==> src/verilog/sadc_regs.vh <==
// Register map, field positions and timing constants of the converter
`ifndef SADC_REGS_VH
`define SADC_REGS_VH


// Register indices and their APB byte addresses
`define SADC_IDX_RESULT   8'hD0
`define SADC_IDX_CTRL     8'hD1
`define SADC_ADDR_RESULT  {2'h0, `SADC_IDX_RESULT, 2'h0}
`define SADC_ADDR_CTRL    {2'h0, `SADC_IDX_CTRL, 2'h0}
`define SADC_ADDR_ISTAT   12'h348
`define SADC_ADDR_IMASK   12'h34C

// Control register fields
`define SADC_BIT_IRQ_EN   7
`define SADC_BIT_DONE     6
`define SADC_BIT_START    5
`define SADC_BIT_POWER    4
`define SADC_CTRL_RST     8'h40

// Interrupt status fields
`define SADC_IST_DONE     0
`define SADC_IST_ABORT    1

// Timing: pclk, oscillator, divider and conversion time
`define SADC_PCLK_KHZ     125000
`define SADC_OSC_KHZ      8000
`define SADC_OSC_DIV      12
`define SADC_CONV_NS      70000
`define SADC_TICK_CYC     (`SADC_PCLK_KHZ * `SADC_OSC_DIV / `SADC_OSC_KHZ)
`define SADC_CONV_TICKS   (`SADC_CONV_NS * `SADC_OSC_KHZ / (`SADC_OSC_DIV * 1000000))
`define SADC_BIT_TICKS    (`SADC_CONV_TICKS / 8)
`define SADC_SAMPLE_TICKS (`SADC_CONV_TICKS - 8 * `SADC_BIT_TICKS)

`endif

==> src/verilog/sadc_control.v <==
// APB register file and successive-approximation sequencer of the converter
//
// Decided for this implementation: the APB slave port.
`timescale 1ns/1ps
`default_nettype none

`include "sadc_regs.vh"

module sadc_control (
    input  wire        pclk,
    input  wire        presetn,
    input  wire        psel,
    input  wire        penable,
    input  wire        pwrite,
    input  wire [11:0] paddr,
    input  wire [31:0] pwdata,
    output reg  [31:0] prdata,
    output wire        pready,
    output reg         pslverr,
    input  wire        comp_in,
    output reg  [7:0]  dac_code,
    output wire        adc_power,
    output wire        sample_en,
    output wire        conv_irq,
    output wire        irq
);

////////////////////////////////////////////////////////////////////////////////
// Constants

// Sequencer states
localparam [1:0] ST_IDLE   = 2'h0;
localparam [1:0] ST_SAMPLE = 2'h1;
localparam [1:0] ST_CONV   = 2'h2;

// Conversion clock divider and phase lengths
localparam integer TICK_LAST   = `SADC_TICK_CYC - 1;
localparam integer SAMPLE_LAST = `SADC_SAMPLE_TICKS - 1;
localparam integer BIT_LAST    = `SADC_BIT_TICKS - 1;

// Control register value after reset
localparam [7:0] CTRL_RST = `SADC_CTRL_RST;

////////////////////////////////////////////////////////////////////////////////
// Declarations

// Software-visible register bits
reg        irq_en_r;
reg        done_r;
reg        power_r;
reg  [7:0] result_r;
reg  [1:0] istat_r;
reg  [1:0] imask_r;

// Comparator synchroniser stages
reg        comp_s1_r;
reg        comp_s2_r;

// Sequencer state and counters
reg  [1:0] state_r;
reg  [7:0] tick_cnt_r;
reg  [2:0] slot_r;
reg  [2:0] bit_r;

// Bus decode and sequencer strobes
wire       apb_access;
wire       apb_write;
wire       wr_ctrl;
wire       wr_istat;
wire       wr_imask;
wire       start_wr;
wire       busy;
wire       tick_en;
wire       slot_end;
wire       finish;
wire       abort;
wire [7:0] bit_mask;
wire [7:0] trial_code;
wire [1:0] istat_set;
wire [7:0] ctrl_rd;

// Next values of the combinational processes
reg  [1:0] istat_nxt;
reg        done_nxt;
reg [31:0] rdata_nxt;
reg        rd_err_nxt;

////////////////////////////////////////////////////////////////////////////////
// APB decode

// Writes take effect in the access phase only
assign apb_access = psel & penable;
assign apb_write  = apb_access & pwrite;

// Register selects
assign wr_ctrl  = apb_write & (paddr == `SADC_ADDR_CTRL);
assign wr_istat = apb_write & (paddr == `SADC_ADDR_ISTAT);
assign wr_imask = apb_write & (paddr == `SADC_ADDR_IMASK);

// A one in the start position launches a conversion
assign start_wr = wr_ctrl & pwdata[`SADC_BIT_START];

// Read data is captured in setup, so no wait states
// The converter never stalls the bus, even mid-conversion
assign pready = 1'b1;

////////////////////////////////////////////////////////////////////////////////
// Comparator input synchroniser

// Comparator output is asynchronous to pclk
// Only the second stage feeds the decision logic
always @(posedge pclk or negedge presetn) begin
    if (!presetn) begin
        comp_s1_r <= 1'b0;
        comp_s2_r <= 1'b0;
    end else begin
        comp_s1_r <= comp_in;
        comp_s2_r <= comp_s1_r;
    end
end

////////////////////////////////////////////////////////////////////////////////
// Conversion clock divider

// Oscillator/12 rate as a one-cycle enable
// The fractional tick length rounds down, so a run ends a little early
assign busy    = (state_r != ST_IDLE);
assign tick_en = busy & (tick_cnt_r == TICK_LAST[7:0]);

// Divider restarts with each conversion
always @(posedge pclk or negedge presetn) begin
    if (!presetn) begin
        tick_cnt_r <= 8'h00;
    end else if (start_wr || !busy || tick_en) begin
        tick_cnt_r <= 8'h00;
    end else begin
        tick_cnt_r <= tick_cnt_r + 8'h01;
    end
end

////////////////////////////////////////////////////////////////////////////////
// Successive approximation sequencer

// Current trial bit and the code kept after the decision
assign bit_mask   = 8'h01 << bit_r;
assign trial_code = comp_s2_r ? dac_code : (dac_code & ~bit_mask);

// End of a phase slot
assign slot_end = (state_r == ST_SAMPLE) ? (slot_r == SAMPLE_LAST[2:0])
                                         : (slot_r == BIT_LAST[2:0]);

// Last decision of a conversion that nothing has cut short
// A start written in the same cycle wins, as does a power bit already cleared, so no stale done
assign finish = ~start_wr & power_r & tick_en & slot_end &
                (state_r == ST_CONV) & (bit_r == 3'h0);

// Conversion thrown away by a restart or a power-down
assign abort = busy & (start_wr | ~power_r);

// Sampling phase shown to the analogue front end
assign sample_en = (state_r == ST_SAMPLE);

// Sample, then eight decisions, then idle
always @(posedge pclk or negedge presetn) begin
    if (!presetn) begin
        state_r  <= ST_IDLE;
        slot_r   <= 3'h0;
        bit_r    <= 3'h7;
        dac_code <= 8'h00;
    end else if (start_wr) begin
        // Restart from scratch, even mid-conversion
        state_r  <= power_r ? ST_SAMPLE : ST_IDLE;
        slot_r   <= 3'h0;
        bit_r    <= 3'h7;
        dac_code <= 8'h00;
    end else if (!power_r) begin
        // Power-down stops the converter
        state_r  <= ST_IDLE;
        slot_r   <= 3'h0;
        bit_r    <= 3'h7;
        dac_code <= 8'h00;
    end else if (tick_en) begin
        case (state_r)
            ST_SAMPLE: begin
                if (slot_end) begin
                    state_r  <= ST_CONV;
                    slot_r   <= 3'h0;
                    bit_r    <= 3'h7;
                    dac_code <= 8'h80;
                end else begin
                    slot_r <= slot_r + 3'h1;
                end
            end
            ST_CONV: begin
                if (slot_end) begin
                    slot_r <= 3'h0;
                    if (bit_r == 3'h0) begin
                        // No continuous mode
                        state_r  <= ST_IDLE;
                        dac_code <= trial_code;
                    end else begin
                        bit_r    <= bit_r - 3'h1;
                        dac_code <= trial_code | (bit_mask >> 1);
                    end
                end else begin
                    slot_r <= slot_r + 3'h1;
                end
            end
            default: begin
                state_r <= ST_IDLE;
                slot_r  <= 3'h0;
            end
        endcase
    end
end

////////////////////////////////////////////////////////////////////////////////
// Result register

// Loaded only by a completed conversion
always @(posedge pclk or negedge presetn) begin
    if (!presetn) begin
        result_r <= 8'h00;
    end else if (finish) begin
        result_r <= trial_code;
    end
end

////////////////////////////////////////////////////////////////////////////////
// Control register

// Enable and power bits written by software
always @(posedge pclk or negedge presetn) begin
    if (!presetn) begin
        irq_en_r <= CTRL_RST[`SADC_BIT_IRQ_EN];
        power_r  <= CTRL_RST[`SADC_BIT_POWER];
    end else if (wr_ctrl) begin
        irq_en_r <= pwdata[`SADC_BIT_IRQ_EN];
        power_r  <= pwdata[`SADC_BIT_POWER];
    end
end

// Done flag next value: cleared by start, set by finish, never by a write
always @* begin
    done_nxt = done_r;
    if (start_wr) begin
        done_nxt = 1'b0;
    end else if (finish) begin
        done_nxt = 1'b1;
    end
end

// Done flag register
always @(posedge pclk or negedge presetn) begin
    if (!presetn) begin
        done_r <= CTRL_RST[`SADC_BIT_DONE];
    end else begin
        done_r <= done_nxt;
    end
end

////////////////////////////////////////////////////////////////////////////////
// Interrupts

// Converter interrupt line, pending while done and enabled
assign conv_irq = irq_en_r & done_r;

// Sticky event sources
// Bit 0 reports a finished conversion, bit 1 an abandoned one
assign istat_set = {abort, finish};

// Write one to clear; a new event wins over the clear
always @* begin
    istat_nxt = istat_r;
    if (wr_istat) begin
        istat_nxt = istat_r & ~pwdata[1:0];
    end
    istat_nxt = istat_nxt | istat_set;
end

// Sticky status register
always @(posedge pclk or negedge presetn) begin
    if (!presetn) begin
        istat_r <= 2'h0;
    end else begin
        istat_r <= istat_nxt;
    end
end

// Mask register of the same layout
always @(posedge pclk or negedge presetn) begin
    if (!presetn) begin
        imask_r <= 2'h0;
    end else if (wr_imask) begin
        imask_r <= pwdata[1:0];
    end
end

// Level interrupt, no gating by any wait state
assign irq = |(istat_r & imask_r);

// Power to the analogue section follows the power bit
assign adc_power = power_r;

////////////////////////////////////////////////////////////////////////////////
// APB read path

// Control register as software sees it; the start position reads zero
assign ctrl_rd = {irq_en_r, done_r, 1'b0, power_r, 4'h0};

// Read mux for the addressed register
always @* begin
    rdata_nxt  = 32'h00000000;
    rd_err_nxt = 1'b0;
    case (paddr)
        `SADC_ADDR_RESULT: begin
            rdata_nxt = {24'h000000, result_r};
        end
        `SADC_ADDR_CTRL: begin
            rdata_nxt = {24'h000000, ctrl_rd};
        end
        `SADC_ADDR_ISTAT: begin
            rdata_nxt = {30'h0, istat_r};
        end
        `SADC_ADDR_IMASK: begin
            rdata_nxt = {30'h0, imask_r};
        end
        default: begin
            rd_err_nxt = 1'b1;
        end
    endcase
end

// Read data and error captured in the setup phase
always @(posedge pclk or negedge presetn) begin
    if (!presetn) begin
        prdata  <= 32'h00000000;
        pslverr <= 1'b0;
    end else if (psel && !penable) begin
        prdata  <= rdata_nxt;
        pslverr <= rd_err_nxt;
    end
end

endmodule // sadc_control

`default_nettype wire

==> config.mk <==
export PLATFORM = sky130hd
export DESIGN_NAME = sadc_control
export DESIGN_NICKNAME = d
export VERILOG_FILES = /design/src/verilog/sadc_control.v
export VERILOG_INCLUDE_DIRS = /design/src /design/src/verilog
export SDC_FILE = /design/constraint.sdc
export NUM_CORES = 1
export LEC_CHECK = 0
export ABC_CLOCK_PERIOD_IN_PS = 2000
export BUFFER_PORTS_ARGS = -buffer_cell sky130_fd_sc_hd__buf_4
export CORE_MARGIN = 8
export CORE_UTILIZATION = 35
export CTS_CLUSTER_SIZE = 40
export DETAILED_ROUTE_END_ITERATION = 10
export GPL_TIMING_DRIVEN = 1
export SLEW_MARGIN = 20
export SYNTH_ARGS = -nofsm -noshare
export SYNTH_HDL_FRONTEND = slang
export SYNTH_SLANG_ARGS = --single-unit
==> constraint.sdc <==
create_clock -name pclk -period 2 [get_ports pclk]
set_input_delay 0.4 -clock pclk [delete_from_list [all_inputs] [get_ports pclk]]
set_output_delay 0.4 -clock pclk [all_outputs]
set_load 0.01 [all_outputs]
==> metrics.txt, run 1 <==
status=finished with violations; failing checks=negative setup slack; clk slew on worst S/H paths=0.10 ns; Startpoint Class=register; Syn-to-layout area delta=23.1%; CTS H-Tree Depth=2; IO Port Bufs=43; period utilisation layout=100%; Setup TNS=-0.00745 ns; Design Area, Final=3600 um^2; Final Hold Viols=0; Critical Path Start=state_r[0]$_DFFE_PN0P_; placed cell area=3430 um^2; Die ar.=11600 um^2; Max FO, Critical Path=5; Worst R2R Start=state_r[0]$_DFFE_PN0P_; RSZ-0062 raised after global routing=yes; Worst Path Class, Setup=register to register; HP Class=primary input to async pin; GRT overflow=0; WL/cell=14.8 um; WP data required=2.24 ns; die width=107 um; Syn Area/Cell=10.1 um^2; Core ar.=8180 um^2; worst skew pair latency=0.31 ns; Worst Skew=0.0111 ns; CTS buffer count=5; share of cells above drive strength 1=31.3%; Distinct cells, synth=62; vias in the first global route=2272; Pwr per Cell Area=492 nW/um^2; worst reg2reg path depth=7; initial core utilization=35.8%; fin nets=418; vias after detailed routing=2227; Yosys warnings=0; Post-Route WL=6.85 mm; n_diodes=0; CTS tree=yes; Leak=1.70 nW; CTS root buf=clkbuf_8; Post-Synthesis Cell Area=2930 um^2; Via density=4.81; DP Worst Slack=-0.0584 ns; post-synthesis sequential area ratio=42.9%; first drt pass iteration count=4; Total GRT Usage=11.9%; number of DRC markers in iteration 0=185; detailed placement HPWL=5.15 mm; peak supply drop=0.000283 V; Max Root-Sink Buffers=2; Setup violations, final=1; f_max=498 MHz; Routed Antenna Nets=0; crit path DAT=2.24 ns; reg2reg setup slack=-0.007 ns; fin cells=463; Post-Syn Instances=289; fin crit period=2.01 ns; Pins Over Slew Limit=0; worst slew pin tran=0.640 ns; num rows=33; Max Cap Viol=0; EDFF count, synth=0; post-synthesis async set-or-reset flop share=100%; Critical Path End Type=register; largest net degree at the start of global routing=51; clock sinks=50; slew margin rel.=57.3%; Post-Place Cells=451; worst setup margin=-0.00745 ns; Die H=107 um; Residual DRC=0; first-pass GRT wire length=11.4 mm; Synth Flop Type=dfrtp_1; Top Ports=96; Final Wtd Congestion=0.808; Yosys reg bits=50; initial antenna violation count=0; final core occ=44.1%
-- through the flow --
step / power [mW] / hold WS [ns]
final: 1.77 / 0.0873
after CTS: 1.80 / 0.126
after detailed placement: 1.16 / 0.338
after floorplan: 1.12 / 0.104
after global placement: 1.15 / 0.333
after global routing: 1.85 / 0.150
-- cells by family (layout without fill, tap and decap cells) --
kind of cell,count (synthesis),after routing,synth area share (%)
AND/OR/NAND/NOR,99,99,19.6
AO/OA/AOI/OAI,55,55,13.7
flip-flops,50,50,42.9
buffers and inverters,46,92,9.78
multiplexers,19,19,7.01
adder cells (fa/ha/maj),11,11,4.70
XOR/XNOR,7,7,2.09
other,2,25,0.256
-- where the power goes --
part | total, mW | leakage [nW] | switching, mW | internal, mW
logic | 0.118 | 0.991 | 0.0735 | 0.0444
clock network | 0.636 | 0.0491 | 0.378 | 0.258
registers | 1.02 | 0.662 | 0.00270 | 1.02
-- per-layer routing --
layer / share of wire, % / global-route usage (%) / vias up
li1: - / - / 1095
met2: 48 / 19.8 / 67
met4: 1.8 / 4.46 / 0
met5: 0 / 0 / -
met3: 7.1 / 2.69 / 9
met1: 44 / 14.7 / 1056
-- worst max-delay path: stages (launching register included) --
cell	delay, ns
dfrtp_1	0.43
inv_2	0.11
ha_4	0.14
or3b_4	0.39
a2111oi_4	0.34
buf_6	0.17
a21oi_1	0.06
or3_1	0.30
-- area by class of cell --
| type | count | area, um^2 |
|---|---|---|
| clock buffer | 5 | 68.8 |
| clock inverter | 3 | 26.3 |
| fill | 820 | 4570 |
| inverter | 12 | 45.0 |
| multi-input combinational | 216 | 1520 |
| sequential | 50 | 1260 |
| tap | 105 | 131 |
| timing repair buffer | 72 | 561 |
-- layout by cell type, fill, tap and decap left out, types with 6 or more instances in the layout --
cell type,netlist,layout
mux2i_1,7,7
a21oi_1,13,13
conb_1,2,25
mux2_2,7,7
nor2_1,17,17
and2_1,9,9
dfrtp_1,46,46
buf_4,25,69
ha_1,11,9
inv_1,12,10
nand2_1,32,32
a21boi_0,6,6
-- synthesized netlist by cell type (all sizes together) (4+ instances only) --
master | number | share of area [%]
dfrtp | 46 | 39
buf | 32 | 8.0
nand2 | 32 | 4.1
nor2 | 17 | 2.2
a21oi | 14 | 2.5
inv | 12 | 1.5
mux2 | 12 | 4.6
ha | 11 | 4.7
and2 | 9 | 1.9
mux2i | 7 | 2.4
o21ai | 7 | 1.2
a21boi | 6 | 1.5
nand3 | 6 | 1.2
nand2b | 5 | 1.1
o211ai | 5 | 1.3
and3 | 4 | 0.85
dfstp | 4 | 3.6
nor2b | 4 | 0.85
nor3 | 4 | 1.0
o31ai | 4 | 1.0
xnor2 | 4 | 1.2
-- sequential cells by signal (all words and copies together) (netlist names), 2 cells and up --
register,cells
bit_r,3
state_r,2
imask_r,2
dac_code,8
istat_r,2
result_r,8
tick_cnt_r,8
prdata,8
slot_r,3
-- repair_timing --
| action | CTS | global route |
|---|---|---|
| hold endpoints to repair | 0 | 0 |
| resized for setup | 5 | 7 |
| hold buffers | 0 | 0 |
| setup endpoints to repair | 8 | 11 |
| setup buffers | 1 | 2 |
| cloned | 1 | 0 |
| pin swaps | 4 | 5 |
-- worst paths after layout --
| path | end |
|---|---|
| max reg2reg | bit_r[2]$_DFFE_PN1P_ |
| min in group pclk | comp_s1_r$_DFF_PN0_ |
| max | bit_r[2]$_DFFE_PN1P_ |
| min | tick_cnt_r[6]$_DFF_PN0_ |
| max in group asynchronous | istat_r[1]$_DFF_PN0_ |
| min reg2reg | comp_s2_r$_DFF_PN0_ |
(Power assumes the default switching activity.)
==> run 2, diff against run 1 <==
REMOVE_ABC_BUFFERS = 1   (was unset)
SLEW_MARGIN = unset   (was 20)
==> run 2 against run 1 <==
  * The flow still finishes with violations (negative setup slack)
  * Via count increased by 0.67%
  * Power increased by 5.1%
  * Sequential power about the same
  * Critical path depth unchanged
  * Largest cell class unchanged
  * Clock skew decreased by 0.0032 ns
  * Critical endpoint is now bit_r[1]$_DFFE_PN1P_
  * Wire length increased by 0.93%
  * Global-route usage increased by 0.30 points
  * Count of clock-buffer cells in the layout unchanged
  * Utilization increased by 0.24 points
  * Register-to-register slack got worse by 0.02 ns
  * Worst hold slack improved by 0.0063 ns
  * Maximum frequency decreased by 1.1%
==> metrics.txt, run 2 (synthesis results as in run 1) <==
status=finished with violations (unchanged); failing checks=negative setup slack (unchanged); Residual DRC=0 (unchanged); crit path DAT=2.24 ns (about the same); f_max=493 MHz (was 498 MHz); Max Root-Sink Buffers=2 (unchanged); Pins Over Slew Limit=0 (unchanged); GRT overflow=0 (unchanged); Via density=4.90 (was 4.81); Worst R2R Start=state_r[0]$_DFFE_PN0P_ (unchanged); worst slew pin tran=0.642 ns (was 0.640 ns); largest net degree at the start of global routing=51 (unchanged); vias in the first global route=2300 (was 2272); Syn-to-layout area delta=23.8% (was 23.1%); clock sinks=50 (unchanged); placed cell area=3400 um^2 (was 3430 um^2); Die ar.=11600 um^2 (unchanged); initial antenna violation count=0 (unchanged); first drt pass iteration count=4 (unchanged); Critical Path Start=state_r[0]$_DFFE_PN0P_ (unchanged); fin cells=458 (was 463); CTS Hold Bufs=0 (unchanged); share of cells above drive strength 1=32.0% (was 31.3%); vias after detailed routing=2242 (was 2227); most common cell after layout, fill and taps aside=buf_4 (unchanged); Critical Path End Type=register (unchanged); worst reg2reg path depth=7 (unchanged); area of the multi-input gates=1570 um^2 (was 1520 um^2); worst setup margin=-0.0302 ns (was -0.00745 ns); slowest CP cell=dfrtp_2 (was dfrtp_1); final hold slack=0.0936 ns (was 0.0873 ns); Max Cap Viol=0 (unchanged); Post-Route WL=6.92 mm (was 6.85 mm); Design Area, Final=3620 um^2 (was 3600 um^2); register area=1260 um^2 (about the same); Final Wtd Congestion=0.801 (was 0.808); slew margin rel.=57.2% (was 57.3%); Worst R2R End=bit_r[1]$_DFFE_PN1P_ (was bit_r[2]$_DFFE_PN1P_); Startpoint Class=register (unchanged); Worst Skew=0.00785 ns (was 0.0111 ns); clk slew on worst S/H paths=0.09 ns (was 0.10 ns); CTS root buf=clkbuf_8 (unchanged); WP data required=2.21 ns (was 2.24 ns); worst skew pair latency=0.31 ns (about the same); CTS buffer count=5 (unchanged); reg2reg setup slack=-0.03 ns (was -0.007 ns); CP Cell Sequence=inv_2 -> ha_4 -> or3b_4 -> a2111oi_4 -> buf_4 -> mux2i_1 -> o21ai_1 (was inv_2 -> ha_4 -> or3b_4 -> a2111oi_4 -> buf_6 -> a21oi_1 -> or3_1); HP Class=primary input to async pin (unchanged); RSZ-0062 raised after global routing=yes (unchanged); Post-Place Cells=447 (was 451); Max FO, Critical Path=3 (was 5); CTS H-Tree Depth=2 (unchanged); fin crit period=2.03 ns (was 2.01 ns); DP Worst Slack=-0.0926 ns (was -0.0584 ns); peak supply drop=0.000252 V (was 0.000283 V); num rows=33 (unchanged); n_diodes=0 (unchanged); layout filler cell count=797 (was 820); IO Port Bufs=43 (unchanged); Top Ports=96 (unchanged); Routed Antenna Nets=0 (unchanged); CTS tree=yes (unchanged); Leak=1.69 nW (was 1.70 nW); Worst Path Class, Setup=register to register (unchanged); most frequent cells in the layout=64 x buf_4, 45 x dfrtp_1, 31 x nand2_1 (was 69 x buf_4, 46 x dfrtp_1, 32 x nand2_1); Setup violations, final=1 (unchanged); first-pass GRT wire length=11.5 mm (was 11.4 mm); Critical Path Max Stage Delay=0.45 ns (was 0.43 ns); Total GRT Usage=12.3% (was 11.9%); period utilisation layout=102% (was 100%); initial core utilization=35.8% (unchanged); number of DRC markers in iteration 0=100 (was 185); fin nets=413 (was 418); detailed placement HPWL=5.03 mm (was 5.15 mm); crit path to=bit_r[1]$_DFFE_PN1P_ (was bit_r[2]$_DFFE_PN1P_); Core ar.=8180 um^2 (unchanged); Final Hold Viols=0 (unchanged); Pwr per Cell Area=514 nW/um^2 (was 492 nW/um^2); Die H=107 um (unchanged); die width=107 um (unchanged); WL/cell=15.1 um (was 14.8 um)
## run 2: cell count changes in the layout (fill, tap and decap cells not counted), sizes merged
cell / delta
buf: -6
a2111o: +1
bufinv: +1
inv: -2
clkinv: -1
clkinvlp: +2
## run 2: worst min path at each step
| stage | end | slack, ns | depth (start not counted) |
|---|---|---|---|
| 2_1_floorplan | adc_power$_DFFE_PN0N_ | 0.10 | 0 |
| 4_1_cts | tick_cnt_r[4]$_DFF_PN0_ | 0.13 | 1 |
| 3_3_place_gp | comp_s2_r$_DFF_PN0_ | 0.33 | 0 |
| 5_1_grt | tick_cnt_r[4]$_DFF_PN0_ | 0.15 | 1 |
| 3_5_place_dp | comp_s2_r$_DFF_PN0_ | 0.34 | 0 |
| 6_report | tick_cnt_r[4]$_DFF_PN0_ | 0.09 | 1 |
## run 2: cell type report
cell class / count / share of cell area, %
flip-flops and latches: 50 / 34.7
repair buffers: 66 / 14.1
multi-input cells: 217 / 43.2
clock inverters: 3 / 1.24
inverters: 12 / 1.24
clock buffers: 5 / 1.90
well taps: 105 / 3.62
## run 2: critical path, delay by kind of cell, from the launching register on
kind / cells / cell delay, ns
buffers and inverters: 2 / 0.30
DFF: 1 / 0.45
adders and majority gates: 1 / 0.14
AOI/OAI and AO/OA: 2 / 0.47
and+or+nand+nor: 1 / 0.40
muxes: 1 / 0.19
## run 2: layer usage
metal / share of wire, % / routed length [um] / up-vias / global-route usage [%]
met5: 0 / 0 / - / 0
li1: - / - / 1088 / -
met1: 43 / 2990 / 1085 / 14.8
met2: 48 / 3350 / 60 / 20.0
met4: 1.8 / 125 / 0 / 5.85
met3: 6.5 / 451 / 9 / 2.87
## run 2: metrics by stage
stage	setup TNS, ns	power [mW]	util (%)
floorplan	-2.27	1.08	-
global placement	-0.245	1.15	41.6
detailed placement	-0.540	1.15	41.6
CTS	-0.0242	1.89	43.4
global route	-0.654	1.95	44.3
finish	-0.0302	1.86	44.3
## run 2: report_power, final
group | leakage (nW) | total (mW) | internal [mW] | switching, mW
combinational | 0.976 | 0.116 | 0.0431 | 0.0725
sequential | 0.660 | 1.02 | 1.01 | 0.00271
clock | 0.0504 | 0.729 | 0.372 | 0.356
total | 1.69 | 1.86 | 1.43 | 0.431
## run 2: what timing repair did
item	4_1_cts	5_1_grt
gates resized for setup	5	14
pin swaps	5	9
cloned	1	0
buffers inserted	1	1
setup endpoints to repair	15	21
==> run 3, diff against run 2 <==
BUFFER_PORTS_ARGS = -buffer_cell sky130_fd_sc_hd__buf_2   (was -buffer_cell sky130_fd_sc_hd__buf_4)
HOLD_SLACK_MARGIN = 0.12   (was unset)
==> run 3 against run 2 <==
  * The flow still finishes with violations (negative setup slack)
  * Highest routed layer unchanged
  * Combinational power is 5% lower
  * Largest cell class unchanged
  * Clock skew is essentially flat
  * Sequential power about the same
  * Global-route usage down 0.78 points
==> metrics.txt, run 3 (synthesis results as in run 1) <==
status=finished with violations (unchanged); failing checks=negative setup slack (unchanged); Max Root-Sink Buffers=2 (unchanged); fin cells=459 (was 458); Die H=107 um (unchanged); Reg power frac=58.0% (was 54.7%); P_int=1.30 mW (was 1.43 mW); Leak=1.67 nW (was 1.69 nW); number of DRC markers in iteration 0=86 (was 100); Total GRT Usage=11.5% (was 12.3%); Core ar.=8180 um^2 (unchanged); Worst R2R End=dac_code[2]$_DFFE_PN0P_ (was bit_r[1]$_DFFE_PN1P_); Final Wtd Congestion=0.796 (was 0.801); initial antenna violation count=0 (unchanged); worst reg2reg path depth=7 (unchanged); worst skew pair latency=0.31 ns (about the same); most common cell after layout, fill and taps aside=dfrtp_1 (was buf_4); Critical Path Start=state_r[1]$_DFFE_PN0P_ (was state_r[0]$_DFFE_PN0P_); CTS buffer count=5 (unchanged); first-pass GRT wire length=10.9 mm (was 11.5 mm); Max Cap Viol=0 (unchanged); reg2reg setup slack=-0.003 ns (was -0.03 ns); most frequent cells in the layout=45 x dfrtp_1, 43 x buf_2, 32 x nand2_1 (was 64 x buf_4, 45 x dfrtp_1, 31 x nand2_1); fin nets=414 (was 413); sw frac=25.7% (was 23.2%); period utilisation layout=100% (was 102%); CTS root buf=clkbuf_8 (unchanged); WP data required=2.24 ns (was 2.21 ns); Setup violations, final=1 (unchanged); vias in the first global route=2204 (was 2300); Post-Route WL=6.54 mm (was 6.92 mm); Worst Path Class, Setup=register to register (unchanged); Setup TNS=-0.00294 ns (was -0.0302 ns); register area=1260 um^2 (unchanged); Die ar.=11600 um^2 (unchanged); share of cells above drive strength 1=31.4% (was 32.0%); Critical Path End Type=register (unchanged); Routed Antenna Nets=0 (unchanged); worst setup margin=-0.00294 ns (was -0.0302 ns); first drt pass iteration count=4 (unchanged); final core occ=42.8% (was 44.3%); n_diodes=0 (unchanged); largest net degree at the start of global routing=33 (was 51); Pwr per Cell Area=501 nW/um^2 (was 514 nW/um^2); Final Hold Viols=0 (unchanged); peak supply drop=0.000219 V (was 0.000252 V); f_max=499 MHz (was 493 MHz); Startpoint Class=register (unchanged); detailed placement HPWL=5.05 mm (was 5.03 mm); Max FO, Critical Path=7 (was 3); crit path to=dac_code[2]$_DFFE_PN0P_ (was bit_r[1]$_DFFE_PN1P_); Via density=4.77 (was 4.90); Comb power frac=6.3% (was 6.2%); GRT overflow=0 (unchanged); area of the multi-input gates=1540 um^2 (was 1570 um^2); clock sinks=50 (unchanged); Top Ports=96 (unchanged); initial core utilization=35.8% (unchanged); crit path DAT=2.24 ns (about the same); Pins Over Slew Limit=0 (unchanged); Psw=0.451 mW (was 0.431 mW); vias after detailed routing=2188 (was 2242); HP Class=primary input to register (was primary input to async pin); Worst R2R Start=state_r[1]$_DFFE_PN0P_ (was state_r[0]$_DFFE_PN0P_); Post-Place Cells=448 (was 447); WL/cell=14.3 um (was 15.1 um); fin crit period=2.00 ns (was 2.03 ns); clk slew on worst S/H paths=0.10 ns (was 0.09 ns); Worst Skew=0.00828 ns (was 0.00785 ns); clock network power share=35.7% (was 39.1%); RSZ-0062 raised after global routing=yes (unchanged); layout filler cell count=807 (was 797); IO Port Bufs=43 (unchanged); CTS tree=yes (unchanged); CTS H-Tree Depth=2 (unchanged); Syn-to-layout area delta=19.4% (was 23.8%); die width=107 um (unchanged); final hold slack=0.186 ns (was 0.0936 ns); Residual DRC=0 (unchanged); num rows=33 (unchanged)
run 3: cell count changes in the layout (fill, tap and decap cells not counted), sizes merged:
cell and change:
a2111o -1, buf +1, bufinv -1, inv +1, dlygate4sd3 +1
run 3: stage by stage:
stage	power, mW	instance area, um^2	setup slack, ns
after floorplan	1.08	2770	-0.332
after global placement	1.15	3310	-0.0189
after detailed placement	1.15	3310	-0.0461
after CTS	1.78	3430	-0.0160
after global routing	1.83	3500	-0.108
final	1.75	3500	-0.00294
run 3: final cells by class:
| type | count | share of cell area, % |
|---|---|---|
| multi-input cells | 216 | 44.0 |
| clock buffers | 5 | 1.97 |
| clock inverters | 3 | 0.680 |
| inverters | 12 | 1.29 |
| well taps | 105 | 3.76 |
| flip-flops and latches | 50 | 35.9 |
| repair buffers | 68 | 12.4 |
run 3: power by group through the flow:
stage	logic [mW]	registers (mW)	clock network, mW
after floorplan	0.0419	1.04	0
after global placement	0.108	1.04	0
after detailed placement	0.109	1.04	0
after CTS	0.111	1.02	0.648
after global routing	0.124	1.02	0.683
final	0.110	1.02	0.626
run 3: worst max-delay path, stage by stage (launching register included):
cell       delay (ns)
dfrtp_1          0.42
buf_6            0.12
ha_4             0.12
or3b_4           0.39
a2111oi_4        0.41
buf_4            0.22
o211ai_1         0.10
a21oi_1          0.15
run 3: metal layers:
metal	share of wire [%]	global-route usage (%)	vias to the layer above
met5	0	0	-
met3	6.8	2.57	5
li1	-	-	1081
met2	47	19.1	60
met1	45	14.5	1042
met4	1.1	3.27	0
run 3: worst min path at each step:
stage | from | to | slack (ns) | depth (start not counted)
after floorplan | presetn | adc_power$_DFFE_PN0N_ | 0.10 | 0
after global placement | comp_s1_r$_DFF_PN0_ | comp_s2_r$_DFF_PN0_ | 0.34 | 0
after detailed placement | comp_s1_r$_DFF_PN0_ | comp_s2_r$_DFF_PN0_ | 0.34 | 0
after CTS | comp_in | comp_s1_r$_DFF_PN0_ | 0.18 | 1
after global routing | comp_in | comp_s1_r$_DFF_PN0_ | 0.18 | 1
final | comp_in | comp_s1_r$_DFF_PN0_ | 0.19 | 1
run 3: timing repair:
action | in CTS | in global routing
buffers inserted | 0 | 2
pin swaps | 3 | 8
resized for setup | 3 | 12
hold endpoints to repair | 15 | 0
endpoints found under the setup margin | 16 | 21
hold buffers | 1 | 0
cloned | 0 | 0
